$ cat src/design/octal_map_pkg.sv
// holds offsets, field positions, reset values and counter widths for the
// eight-port register map; assumes byte addresses are four times the index
`default_nettype none
package octal_map_pkg;
   // =========================================================================
   // address layout
   localparam int PORTS     = 8;
   localparam int ADR_W     = 10;     // byte address width on the bus
   localparam int IDX_LSB   = 2;      // byte address = 4 * register index
   localparam int OFS_MSB   = 6;      // section bit plus register index
   localparam int PORT_LSB  = 7;
   localparam int PORT_MSB  = 9;
   localparam int DW        = 8;
   // =========================================================================
   // register offsets within one port block, section bit included
   localparam logic [4:0] OFS_TX_COMMON   = 5'h00;
   localparam logic [4:0] OFS_TX_TRIG     = 5'h01;
   localparam logic [4:0] OFS_TX_CNT_HI   = 5'h02;
   localparam logic [4:0] OFS_TX_CNT_LO   = 5'h03;
   localparam logic [4:0] OFS_TX_IDLE     = 5'h04;
   localparam logic [4:0] OFS_TX_HEC_PAT  = 5'h05;
   localparam logic [4:0] OFS_TX_CTRL1    = 5'h06;
   localparam logic [4:0] OFS_TX_CTRL2    = 5'h07;
   localparam logic [4:0] OFS_IRQ_CAUSE   = 5'h08;
   localparam logic [4:0] OFS_RX_COMMON   = 5'h10;
   localparam logic [4:0] OFS_RX_LOSS     = 5'h11;
   localparam logic [4:0] OFS_RX_TRIG     = 5'h12;
   localparam logic [4:0] OFS_RX_CORR     = 5'h13;
   localparam logic [4:0] OFS_RX_UNC_HI   = 5'h14;
   localparam logic [4:0] OFS_RX_UNC_LO   = 5'h15;
   localparam logic [4:0] OFS_RX_CNT_HI   = 5'h16;
   localparam logic [4:0] OFS_RX_CNT_LO   = 5'h17;
   localparam logic [4:0] OFS_PSTATE      = 5'h18;
   localparam logic [4:0] OFS_RX_CTRL1    = 5'h19;
   localparam logic [4:0] OFS_RX_CTRL2    = 5'h1A;
   localparam logic [4:0] OFS_RX_FCTRL    = 5'h1B;
   localparam logic [4:0] OFS_RX_FW0      = 5'h1C;
   localparam logic [4:0] OFS_RX_FW1      = 5'h1D;
   localparam logic [4:0] OFS_RX_FW2      = 5'h1E;
   localparam logic [4:0] OFS_RX_FW3      = 5'h1F;
   // =========================================================================
   // reset values
   localparam logic [7:0] RST_TX_COMMON   = 8'h10;
   localparam logic [7:0] RST_TX_IDLE     = 8'h6A;
   localparam logic [7:0] RST_TX_HEC_PAT  = 8'h29;
   localparam logic [7:0] RST_TX_CTRL1    = 8'h05;
   localparam logic [7:0] RST_ZERO        = 8'h00;
   // =========================================================================
   // counters
   localparam int          CNT_W   = 16;
   localparam int          UNC_W   = 12;
   localparam logic [15:0] CNT_MAX = 16'hFFFF;
   localparam logic [11:0] UNC_MAX = 12'hFFF;
   localparam logic [7:0]  COR_MAX = 8'hFF;
endpackage
`default_nettype wire

$ cat src/design/octal_port_register_map.sv
// register decoder and storage for an eight-port cell-mapping device
// assumes a classic wishbone master on CLOCK and event pulses from the
// cell datapath on the same clock, so no event input is synchronised
//
// Added by the designer: the Wishbone slave port.
`timescale 1ns/1ps
`default_nettype none
module octal_port_register_map #(
   parameter int PORTS = 8
) (
   input  wire logic          CLOCK,
   input  wire logic          RESETN,
   input  wire logic          WB_CYC_I,
   input  wire logic          WB_STB_I,
   input  wire logic          WB_WE_I,
   input  wire logic [9:0]    WB_ADR_I,
   input  wire logic [3:0]    WB_SEL_I,
   input  wire logic [31:0]   WB_DAT_I,
   output logic      [31:0]   WB_DAT_O,
   output logic               WB_ACK_O,
   input  wire logic [7:0]    TX_CELL_DONE,
   input  wire logic [7:0]    RX_CELL_OK,
   input  wire logic [7:0]    RX_HEC_FIXED,
   input  wire logic [7:0]    RX_HEC_BAD,
   input  wire logic [63:0]   PORT_STATE,
   input  wire logic [7:0]    IRQ_CAUSE,
   output logic      [7:0]    TX_COMMON_CFG,
   output logic      [7:0]    TX_IDLE_BYTE,
   output logic      [7:0]    TX_HEC_PATTERN,
   output logic      [7:0]    RX_COMMON_CFG,
   output logic      [7:0]    RX_LOSS_PERIOD,
   output logic      [63:0]   TX_CTRL_ONE,
   output logic      [63:0]   TX_CTRL_TWO,
   output logic      [63:0]   RX_CTRL_ONE,
   output logic      [63:0]   RX_CTRL_TWO,
   output logic      [63:0]   RX_FILTER_CTRL,
   output logic      [255:0]  RX_FILTER_WORDS
);
   // =========================================================================
   // elaboration check
   // the three-bit port field cannot serve any other port count
   generate
      if (PORTS != octal_map_pkg::PORTS) begin : g_bad_ports
         $error("PORTS must be 8");
      end
   endgenerate

   // =========================================================================
   // state
   logic                         ack_ff;
   logic [31:0]                  dat_ff;
   logic [7:0]                   tx_common_ff;
   logic [7:0]                   tx_idle_ff;
   logic [7:0]                   tx_hec_pat_ff;
   logic [7:0]                   rx_common_ff;
   logic [7:0]                   rx_loss_ff;
   logic [7:0]                   tx_ctrl_one_ff  [PORTS];
   logic [7:0]                   tx_ctrl_two_ff  [PORTS];
   logic [7:0]                   rx_ctrl_one_ff  [PORTS];
   logic [7:0]                   rx_ctrl_two_ff  [PORTS];
   logic [7:0]                   rx_fctrl_ff     [PORTS];
   logic [7:0]                   rx_fword_ff     [PORTS][4];
   logic [15:0]                  tx_cnt_ff       [PORTS];
   logic [15:0]                  rx_cnt_ff       [PORTS];
   logic [7:0]                   cor_cnt_ff      [PORTS];
   logic [11:0]                  unc_cnt_ff      [PORTS];
   logic [15:0]                  tx_latch_ff;
   logic [15:0]                  rx_latch_ff;
   logic [2:0]                   tx_cap_port_ff;
   logic [2:0]                   rx_cap_port_ff;

   // =========================================================================
   // address decode
   logic [2:0]                   port;
   logic [4:0]                   ofs;
   logic                         first;
   logic                         req;
   logic                         wr;
   logic                         wr_tx_trig;
   logic                         wr_rx_trig;
   logic [7:0]                   wdat;
   logic [7:0]                   rdat;

   // port, section and index fields of the byte address
   assign port  = WB_ADR_I[octal_map_pkg::PORT_MSB:octal_map_pkg::PORT_LSB];
   assign ofs   = WB_ADR_I[octal_map_pkg::OFS_MSB:octal_map_pkg::IDX_LSB];
   assign first = (port == 3'h0);
   assign req   = WB_CYC_I & WB_STB_I;
   // a write lands on the edge at which the master sees ack high
   assign wr    = req & ack_ff & WB_WE_I & WB_SEL_I[0];
   assign wdat  = WB_DAT_I[7:0];
   // reserved bits are stored as written; software keeps them zero
   assign wr_tx_trig = wr & (ofs == octal_map_pkg::OFS_TX_TRIG);
   assign wr_rx_trig = wr & (ofs == octal_map_pkg::OFS_RX_TRIG);

   // =========================================================================
   // bus answer
   // one-cycle ack; the gap after it keeps back-to-back strobes apart
   always_ff @(posedge CLOCK or negedge RESETN) begin
      if (!RESETN) begin
         ack_ff <= 1'b0;
      end else begin
         ack_ff <= req & ~ack_ff;
      end
   end

   // read data is sampled with the request, before ack rises
   always_ff @(posedge CLOCK or negedge RESETN) begin
      if (!RESETN) begin
         dat_ff <= 32'h0000_0000;
      end else if (req & ~ack_ff) begin
         dat_ff <= {24'h00_0000, rdat};
      end
   end

   // read mux; reserved, trigger and empty slots all read zero
   always_comb begin
      rdat = 8'h00;
      case (ofs)
         octal_map_pkg::OFS_TX_COMMON:  if (first) rdat = tx_common_ff;
         octal_map_pkg::OFS_TX_CNT_HI:  rdat = tx_latch_ff[15:8];
         octal_map_pkg::OFS_TX_CNT_LO:  rdat = tx_latch_ff[7:0];
         octal_map_pkg::OFS_TX_IDLE:    if (first) rdat = tx_idle_ff;
         octal_map_pkg::OFS_TX_HEC_PAT: if (first) rdat = tx_hec_pat_ff;
         octal_map_pkg::OFS_TX_CTRL1:   rdat = tx_ctrl_one_ff[port];
         octal_map_pkg::OFS_TX_CTRL2:   rdat = tx_ctrl_two_ff[port];
         octal_map_pkg::OFS_IRQ_CAUSE:  if (first) rdat = IRQ_CAUSE;
         octal_map_pkg::OFS_RX_COMMON:  if (first) rdat = rx_common_ff;
         octal_map_pkg::OFS_RX_LOSS:    if (first) rdat = rx_loss_ff;
         octal_map_pkg::OFS_RX_CORR:    rdat = cor_cnt_ff[port];
         octal_map_pkg::OFS_RX_UNC_HI:  rdat = {4'h0, unc_cnt_ff[port][11:8]};
         octal_map_pkg::OFS_RX_UNC_LO:  rdat = unc_cnt_ff[port][7:0];
         octal_map_pkg::OFS_RX_CNT_HI:  rdat = rx_latch_ff[15:8];
         octal_map_pkg::OFS_RX_CNT_LO:  rdat = rx_latch_ff[7:0];
         octal_map_pkg::OFS_PSTATE:     rdat = PORT_STATE[port*8 +: 8];
         octal_map_pkg::OFS_RX_CTRL1:   rdat = rx_ctrl_one_ff[port];
         octal_map_pkg::OFS_RX_CTRL2:   rdat = rx_ctrl_two_ff[port];
         octal_map_pkg::OFS_RX_FCTRL:   rdat = rx_fctrl_ff[port];
         octal_map_pkg::OFS_RX_FW0:     rdat = rx_fword_ff[port][0];
         octal_map_pkg::OFS_RX_FW1:     rdat = rx_fword_ff[port][1];
         octal_map_pkg::OFS_RX_FW2:     rdat = rx_fword_ff[port][2];
         octal_map_pkg::OFS_RX_FW3:     rdat = rx_fword_ff[port][3];
         default:                       rdat = 8'h00;
      endcase
   end

   // =========================================================================
   // common registers
   // only the first port's slot reaches these; other slots drop the write
   always_ff @(posedge CLOCK or negedge RESETN) begin
      if (!RESETN) begin
         tx_common_ff  <= octal_map_pkg::RST_TX_COMMON;
         tx_idle_ff    <= octal_map_pkg::RST_TX_IDLE;
         tx_hec_pat_ff <= octal_map_pkg::RST_TX_HEC_PAT;
         rx_common_ff  <= octal_map_pkg::RST_ZERO;
         rx_loss_ff    <= octal_map_pkg::RST_ZERO;
      end else if (wr & first) begin
         case (ofs)
            octal_map_pkg::OFS_TX_COMMON:  tx_common_ff  <= wdat;
            octal_map_pkg::OFS_TX_IDLE:    tx_idle_ff    <= wdat;
            octal_map_pkg::OFS_TX_HEC_PAT: tx_hec_pat_ff <= wdat;
            octal_map_pkg::OFS_RX_COMMON:  rx_common_ff  <= wdat;
            octal_map_pkg::OFS_RX_LOSS:    rx_loss_ff    <= wdat;
            default: ;
         endcase
      end
   end

   // =========================================================================
   // per-port control and filter registers
   always_ff @(posedge CLOCK or negedge RESETN) begin
      if (!RESETN) begin
         for (int i = 0; i < PORTS; i++) begin
            tx_ctrl_one_ff[i] <= octal_map_pkg::RST_TX_CTRL1;
            tx_ctrl_two_ff[i] <= octal_map_pkg::RST_ZERO;
            rx_ctrl_one_ff[i] <= octal_map_pkg::RST_ZERO;
            rx_ctrl_two_ff[i] <= octal_map_pkg::RST_ZERO;
            rx_fctrl_ff[i]    <= octal_map_pkg::RST_ZERO;
            for (int k = 0; k < 4; k++) begin
               rx_fword_ff[i][k] <= octal_map_pkg::RST_ZERO;
            end
         end
      end else if (wr) begin
         case (ofs)
            octal_map_pkg::OFS_TX_CTRL1: tx_ctrl_one_ff[port]  <= wdat;
            octal_map_pkg::OFS_TX_CTRL2: tx_ctrl_two_ff[port]  <= wdat;
            octal_map_pkg::OFS_RX_CTRL1: rx_ctrl_one_ff[port]  <= wdat;
            octal_map_pkg::OFS_RX_CTRL2: rx_ctrl_two_ff[port]  <= wdat;
            octal_map_pkg::OFS_RX_FCTRL: rx_fctrl_ff[port]     <= wdat;
            octal_map_pkg::OFS_RX_FW0:   rx_fword_ff[port][0]  <= wdat;
            octal_map_pkg::OFS_RX_FW1:   rx_fword_ff[port][1]  <= wdat;
            octal_map_pkg::OFS_RX_FW2:   rx_fword_ff[port][2]  <= wdat;
            octal_map_pkg::OFS_RX_FW3:   rx_fword_ff[port][3]  <= wdat;
            default: ;
         endcase
      end
   end

   // =========================================================================
   // per-port running counters
   // a cell arriving with the trigger restarts the count at one, not lost
   genvar g;
   generate
      for (g = 0; g < PORTS; g++) begin : g_port
         logic tx_hit;
         logic rx_hit;
         assign tx_hit = wr_tx_trig & (port == 3'(g));
         assign rx_hit = wr_rx_trig & (port == 3'(g));

         always_ff @(posedge CLOCK or negedge RESETN) begin
            if (!RESETN) begin
               tx_cnt_ff[g] <= 16'h0000;
            end else if (tx_hit) begin
               tx_cnt_ff[g] <= {15'h0000, TX_CELL_DONE[g]};
            end else if (TX_CELL_DONE[g] && tx_cnt_ff[g] != octal_map_pkg::CNT_MAX) begin
               tx_cnt_ff[g] <= tx_cnt_ff[g] + 16'h0001;
            end
         end

         always_ff @(posedge CLOCK or negedge RESETN) begin
            if (!RESETN) begin
               rx_cnt_ff[g] <= 16'h0000;
            end else if (rx_hit) begin
               rx_cnt_ff[g] <= {15'h0000, RX_CELL_OK[g]};
            end else if (RX_CELL_OK[g] && rx_cnt_ff[g] != octal_map_pkg::CNT_MAX) begin
               rx_cnt_ff[g] <= rx_cnt_ff[g] + 16'h0001;
            end
         end

         // header error counts saturate and are never cleared by software
         always_ff @(posedge CLOCK or negedge RESETN) begin
            if (!RESETN) begin
               cor_cnt_ff[g] <= 8'h00;
               unc_cnt_ff[g] <= 12'h000;
            end else begin
               if (RX_HEC_FIXED[g] && cor_cnt_ff[g] != octal_map_pkg::COR_MAX) begin
                  cor_cnt_ff[g] <= cor_cnt_ff[g] + 8'h01;
               end
               if (RX_HEC_BAD[g] && unc_cnt_ff[g] != octal_map_pkg::UNC_MAX) begin
                  unc_cnt_ff[g] <= unc_cnt_ff[g] + 12'h001;
               end
            end
         end

         // flat copies of the per-port registers toward the datapath
         assign TX_CTRL_ONE[g*8 +: 8]    = tx_ctrl_one_ff[g];
         assign TX_CTRL_TWO[g*8 +: 8]    = tx_ctrl_two_ff[g];
         assign RX_CTRL_ONE[g*8 +: 8]    = rx_ctrl_one_ff[g];
         assign RX_CTRL_TWO[g*8 +: 8]    = rx_ctrl_two_ff[g];
         assign RX_FILTER_CTRL[g*8 +: 8] = rx_fctrl_ff[g];
         assign RX_FILTER_WORDS[g*32 +: 32] =
            {rx_fword_ff[g][3], rx_fword_ff[g][2], rx_fword_ff[g][1], rx_fword_ff[g][0]};
      end
   endgenerate

   // =========================================================================
   // shared count latches
   // both bytes load on one edge so the pair never mixes two samples
   always_ff @(posedge CLOCK or negedge RESETN) begin
      if (!RESETN) begin
         tx_latch_ff    <= 16'h0000;
         tx_cap_port_ff <= 3'h0;
      end else if (wr_tx_trig) begin
         tx_latch_ff    <= tx_cnt_ff[port];
         tx_cap_port_ff <= port;
      end
   end

   always_ff @(posedge CLOCK or negedge RESETN) begin
      if (!RESETN) begin
         rx_latch_ff    <= 16'h0000;
         rx_cap_port_ff <= 3'h0;
      end else if (wr_rx_trig) begin
         rx_latch_ff    <= rx_cnt_ff[port];
         rx_cap_port_ff <= port;
      end
   end

   // =========================================================================
   // outputs
   assign WB_ACK_O       = ack_ff;
   assign WB_DAT_O       = dat_ff;
   assign TX_COMMON_CFG  = tx_common_ff;
   assign TX_IDLE_BYTE   = tx_idle_ff;
   assign TX_HEC_PATTERN = tx_hec_pat_ff;
   assign RX_COMMON_CFG  = rx_common_ff;
   assign RX_LOSS_PERIOD = rx_loss_ff;

   // =========================================================================
   // assertions
   logic [15:0] tx_cnt_sel;
   logic [15:0] rx_cnt_sel;
   assign tx_cnt_sel = tx_cnt_ff[port];
   assign rx_cnt_sel = rx_cnt_ff[port];

   // every access, refused or not, gets exactly one ack pulse
   AST_ACK_ANSWER: assert property (@(posedge CLOCK) disable iff (!RESETN)
      req && !ack_ff |=> ack_ff ##1 !ack_ff)
      else $error("ack did not pulse for one cycle");

   // a stray ack would commit a requested write in the first cycle of its request
   AST_ACK_IDLE: assert property (@(posedge CLOCK) disable iff (!RESETN)
      !req |=> !ack_ff)
      else $error("ack without a request");

   AST_TX_CAPTURE: assert property (@(posedge CLOCK) disable iff (!RESETN)
      wr_tx_trig |=> tx_latch_ff == $past(tx_cnt_sel))
      else $error("tx latch missed the triggered count");

   AST_RX_CAPTURE: assert property (@(posedge CLOCK) disable iff (!RESETN)
      wr_rx_trig |=> rx_latch_ff == $past(rx_cnt_sel))
      else $error("rx latch missed the triggered count");

   AST_TX_CLEAR: assert property (@(posedge CLOCK) disable iff (!RESETN)
      wr_tx_trig |=> tx_cnt_ff[tx_cap_port_ff] <= 16'h0001)
      else $error("tx count not cleared by capture");

   AST_RX_CLEAR: assert property (@(posedge CLOCK) disable iff (!RESETN)
      wr_rx_trig |=> rx_cnt_ff[rx_cap_port_ff] <= 16'h0001)
      else $error("rx count not cleared by capture");

   AST_LATCH_HOLD: assert property (@(posedge CLOCK) disable iff (!RESETN)
      !wr_tx_trig && !wr_rx_trig |=> $stable(tx_latch_ff) && $stable(rx_latch_ff))
      else $error("latch changed without a trigger");

   AST_COMMON_SLOT: assert property (@(posedge CLOCK) disable iff (!RESETN)
      wr && !first |=> $stable(tx_common_ff) && $stable(tx_idle_ff) &&
      $stable(tx_hec_pat_ff) && $stable(rx_common_ff) && $stable(rx_loss_ff))
      else $error("common register written from another port");

   AST_RESERVED_READ: assert property (@(posedge CLOCK) disable iff (!RESETN)
      req && !ack_ff && !WB_WE_I && !first &&
      (ofs == octal_map_pkg::OFS_TX_COMMON || ofs == octal_map_pkg::OFS_IRQ_CAUSE)
      |=> WB_DAT_O == 32'h0000_0000)
      else $error("reserved slot read nonzero");

   AST_TRIG_READ: assert property (@(posedge CLOCK) disable iff (!RESETN)
      req && !ack_ff && !WB_WE_I && (ofs == octal_map_pkg::OFS_TX_TRIG ||
      ofs == octal_map_pkg::OFS_RX_TRIG) |=> WB_DAT_O == 32'h0000_0000)
      else $error("write-only register read nonzero");

   AST_CTRL_WRITE: assert property (@(posedge CLOCK) disable iff (!RESETN)
      wr && ofs == octal_map_pkg::OFS_TX_CTRL1
      |=> TX_CTRL_ONE[$past(port)*8 +: 8] == $past(wdat))
      else $error("per-port control write lost");

   AST_LATCH_READ: assert property (@(posedge CLOCK) disable iff (!RESETN)
      req && !ack_ff && !WB_WE_I && ofs == octal_map_pkg::OFS_RX_CNT_HI
      |=> WB_DAT_O[7:0] == rx_latch_ff[15:8])
      else $error("shared latch read wrong byte");

   AST_TX_LATCH_READ: assert property (@(posedge CLOCK) disable iff (!RESETN)
      req && !ack_ff && !WB_WE_I && ofs == octal_map_pkg::OFS_TX_CNT_LO
      |=> WB_DAT_O[7:0] == tx_latch_ff[7:0])
      else $error("shared tx latch read wrong byte");
endmodule
`default_nettype wire

$ cat config.mk
export PLATFORM = sky130hd
export DESIGN_NAME = octal_port_register_map
export DESIGN_NICKNAME = d
export VERILOG_FILES = /design/src/design/octal_map_pkg.sv /design/src/design/octal_port_register_map.sv
export SDC_FILE = /design/constraint.sdc
export NUM_CORES = 2
export LEC_CHECK = 0
export ABC_AREA = 1
export BUFFER_PORTS_ARGS = -buffer_cell sky130_fd_sc_hd__buf_2
export CAP_MARGIN = 5
export CELL_PAD_IN_SITES_DETAIL_PLACEMENT = 0
export CELL_PAD_IN_SITES_GLOBAL_PLACEMENT = 2
export CORE_MARGIN = 2
export CORE_UTILIZATION = 36
export CTS_CLUSTER_DIAMETER = 150
export DETAILED_ROUTE_END_ITERATION = 10
export PLACE_DENSITY = 0.87
export SLEW_MARGIN = 15
export SYNTH_ARGS = -nofsm -noshare
export SYNTH_HDL_FRONTEND = slang
export SYNTH_SLANG_ARGS = --single-unit
$ cat constraint.sdc
create_clock -name CLOCK -period 4.72 [get_ports CLOCK]
set_clock_uncertainty 0.05 [all_clocks]
set_input_delay 0.944 -clock CLOCK [delete_from_list [all_inputs] [get_ports CLOCK]]
set_output_delay 0.944 -clock CLOCK [all_outputs]
set_load 0.005 [all_outputs]
==> summary.md <==
| Metric | Value |
|---|---|
| Avg Cell Area, Syn | `between 7 and 8 sq um` |
| Worst path slowest cell | `nand2_1` |
| Synth top area share | `46.9%` |
| Ys async rst share | `between 90% and 100%` |
| Drt drc | `0` |
| Share of layout cells above drive strength 1 | `14.5%` |
| RSZ-0062 raised after global routing | `false` |
| Clk Latency, worst-skew pair | `0.82 ns` |
| CP peak stage delay | `0.52 ns` |
| Initial antenna violation count | `16` |
| CP max FO | `40` |
| Sequential fraction of design power | `43.2%` |
| Crit path time final | `roughly 3.3 ns` |
| DP Worst Slack | `0.716 ns` |
| Post-Syn Area | `56000 sq um` |
| Synthesis-to-layout area growth | `18.9%` |
| Fin. max-slew vios | `0` |
| Final #Nets | `between 8000 and 9000` |
| Maximum buffer depth of the clock tree | `3` |
| Max-slew headroom | `20.1%` |
| Status | `finished, final reports clean` |
| TritonRoute pass-1 iters | `6` |
| Tot GR Track Use | `34.4%` |
| Vias | `roughly 57000` |
| Routed len/inst | `27.3 um` |
| WP data required | `5.34 ns` |
| First-pass GRT wire length | `393 mm` |
| Final worst-path cycle share | `69.6%` |
| Post-Synthesis Cells | `7478` |
| Post-synth cell types | `50` |
| Total Power | `0.0263 W` |
| Largest net degree at the start of global routing | `roughly 170` |
| Clk pwr share | `40.2%` |
| Power Density | `approximately 400 nW/um^2` |
| Comb pwr share | `16.6%` |
| Worst-Margin Slew | `between 1 and 1.5 ns` |
| Maxcap violations | `0` |
| Finish-stage setup viols | `0` |
| Die Ht | `398 um` |
| Worst EP arrival | `3.90 ns` |
| Worst setup margin | `1.43 ns` |
| Post-synth top flop | `dfrtp_1` |
| CTS buffer count | `133` |
| Synth area leader | `dfrtp_1` |
| Core area | `between 150000 and 200000 sq um` |
| Seq/Total Area, Yosys | `between 40 and 50%` |
| Synth area leaders | `dfrtp_1 47%, nand2_1 16%, o21ai_0 7.8%, nand3_1 4.5%, inv_1 3.9%` |
| Peak supply drop | `approximately 0.0004 V` |
| FILL cells | `16100` |
| CTS H-tree depth | `4` |
| Vias per cell | `5.56` |
| Post-CTS sizing | `0` |
| CTS tree | `built` |
| Hold Crit Class | `in2async` |
| Cts hold-fix bufs | `0` |
| Most used cell along the critical path | `nand2_1` |
| Post-DP HPWL | `roughly 210 mm` |
| Switching power | `~0.0085 W` |
| Fmax | `about 0.30 GHz` |
| Leakage | `33.3 nW` |
| CTS Sinks | `1073` |
| Cell-internal power | `0.0178 W` |
| Yosys warns | `0` |
| Vias in the first global route | `52500` |
| IO buf count | `between 700 and 800` |
| Register bit count reported by yosys | `1073` |
| Crit start category | `primary input` |
| Setup tns final | `0 ns` |
| Post-route cell area | `66500 sq um` |
| Worst Setup End Kind | `flop` |
| Post-synth EDFFs | `0` |
| Crit-path cells | `buf_6 -> nand2_2 -> nor2_2 -> buf_4 -> nand2_1 -> nand2_1 -> inv_1 -> nand2_1 -> o31ai_1` |
| Remaining Overflow, GRT | `0` |
| Drt total wl | `between 200 and 300 mm` |
| Clk slew on worst S/H paths | `0.06 ns` |
| Sw frac | `between 30% and 40%` |
| Critical path type | `in2reg` |
| Chip width | `398 um` |
| Final Hold Vio Count | `0` |
| Post-CTS setup buffers | `0` |
| Root buf cell | `clkbuf_16` |
| Initial Util | `36.3%` |
| GPL Wtd Cong | `0.960` |
| Full die area | `159000 sq um` |
| DP Area | `between 60000 and 70000 sq um` |
| Iter 0 DRT Violations | `6311` |
| Row cnt | `144` |
| Final ANT Viol Nets | `0` |
| I/O pins | `804` |
## per-layer routing
metal  global-route usage (%)  wire length, um
met5                        0              126
met4                     17.4            16000
met3                     11.7            31000
met2                     51.3           121000
met1                     44.3           112000
## cell type report
class	instances	area, sq um	area share, %
Clock inverter	47	617	0.927
Clock buffer	187	3800	5.71
Tap cell	2044	2560	3.84
Sequential cell	1073	26900	40.4
Timing Repair Buffer	883	5110	7.68
Inverter	598	2260	3.40
Antenna cell	9	22.5	0.0339
Multi-Input combinational cell	5412	25300	38.0
## power groups by stage
stage          combinational (W)  clock, W  sequential [W]
2_1_floorplan            0.00279         0          0.0112
3_3_place_gp             0.00423         0          0.0114
3_5_place_dp             0.00430         0          0.0115
4_1_cts                  0.00432    0.0107          0.0113
5_1_grt                  0.00485    0.0110          0.0115
6_report                 0.00436    0.0106          0.0113
## placed cells by master (no fill, tap or decap), drive strengths merged, types with 15 or more instances in the layout
master	Yosys	final
o211ai	21	21
buf	118	883
nand4	114	114
a31oi	18	18
a22oi	24	24
ha	32	32
o21ai	895	895
o22ai	145	145
nand2	2426	2426
o31ai	20	20
clkbuf	300	187
a221oi	17	17
conb	1	24
clkinv	3	32
xor2	119	119
a21oi	274	274
xnor2	46	46
nor3	134	134
inv	595	604
dfrtp	1049	1049
dfstp	24	24
nand3	502	502
nor2	526	526
o311ai	15	15
## cell usage after synthesis, drive strengths merged, types with 21 or more instances
cell	count
clkbuf	300
dfrtp	1049
nor3	134
inv	595
a21oi	274
o22ai	145
nor2	526
dfstp	24
buf	118
xor2	119
nand3	502
o211ai	21
o21ai	895
nand4	114
xnor2	46
a22oi	24
nand2	2426
ha	32
## cell families after synthesis
group                      Yosys count  synth area share [%]
AOI/OAI and AO/OA                 1451                  14.0
other                                1               0.00670
DFF                               1073                  48.0
xor gates and xnor gates           165                  2.58
adders and majority gates           32                 0.715
and+or+nand+nor                   3740                  27.6
buffers and inverters             1016                  7.10
## registers in the layout (all words and copies together), names as in the netlist
| register | cells |
|---|---|
| tx_cnt_ff | 128 |
| tx_latch_ff | 16 |
| TX_COMMON_CFG | 8 |
| unc_cnt_ff | 96 |
| RX_FILTER_WORDS | 256 |
| rx_cnt_ff | 128 |
| TX_CTRL_TWO | 64 |
| WB_ACK_O | 1 |
| TX_IDLE_BYTE | 8 |
| RX_LOSS_PERIOD | 8 |
| TX_CTRL_ONE | 64 |
| TX_HEC_PATTERN | 8 |
| cor_cnt_ff | 64 |
| rx_latch_ff | 16 |
| RX_COMMON_CFG | 8 |
| RX_CTRL_TWO | 64 |
| WB_DAT_O | 8 |
| RX_FILTER_CTRL | 64 |
| RX_CTRL_ONE | 64 |
## worst paths after layout
path / from / to / slack [ns] / cells past startpoint
worst max-delay path: WB_ADR_I[8] / rx_cnt_ff[27] / 1.43 / 9
worst min-delay path: RESETN / RX_CTRL_TWO[46] / 0.08 / 1
worst max register to register: rx_cnt_ff[80] / rx_cnt_ff[90] / 1.66 / 11
worst min register to register: tx_latch_ff[1] / tx_latch_ff[1] / 0.44 / 2
max in group asynchronous: RESETN / RX_FILTER_CTRL[58] / 3.19 / 2
min in group CLOCK: RX_CELL_OK[3] / rx_cnt_ff[64] / 0.34 / 3
## through the flow
stage               utilization, %  cells  hold slack [ns]
CTS                           43.1  10200            0.151
finish                        43.1  10300           0.0846
global placement              40.3  10000            0.412
global route                  43.1  10200            0.132
detailed placement            40.3  10000            0.417
floorplan                        -   7501            0.399
## worst max-delay path: cells and delay by family
kind | cells | cell delay, ns
AND/OR/NAND/NOR | 5 | 1.84
buffers and inverters | 3 | 0.92
AO/OA/AOI/OAI | 1 | 0.06
No activity file was read; power rests on OpenSTA's default activity.
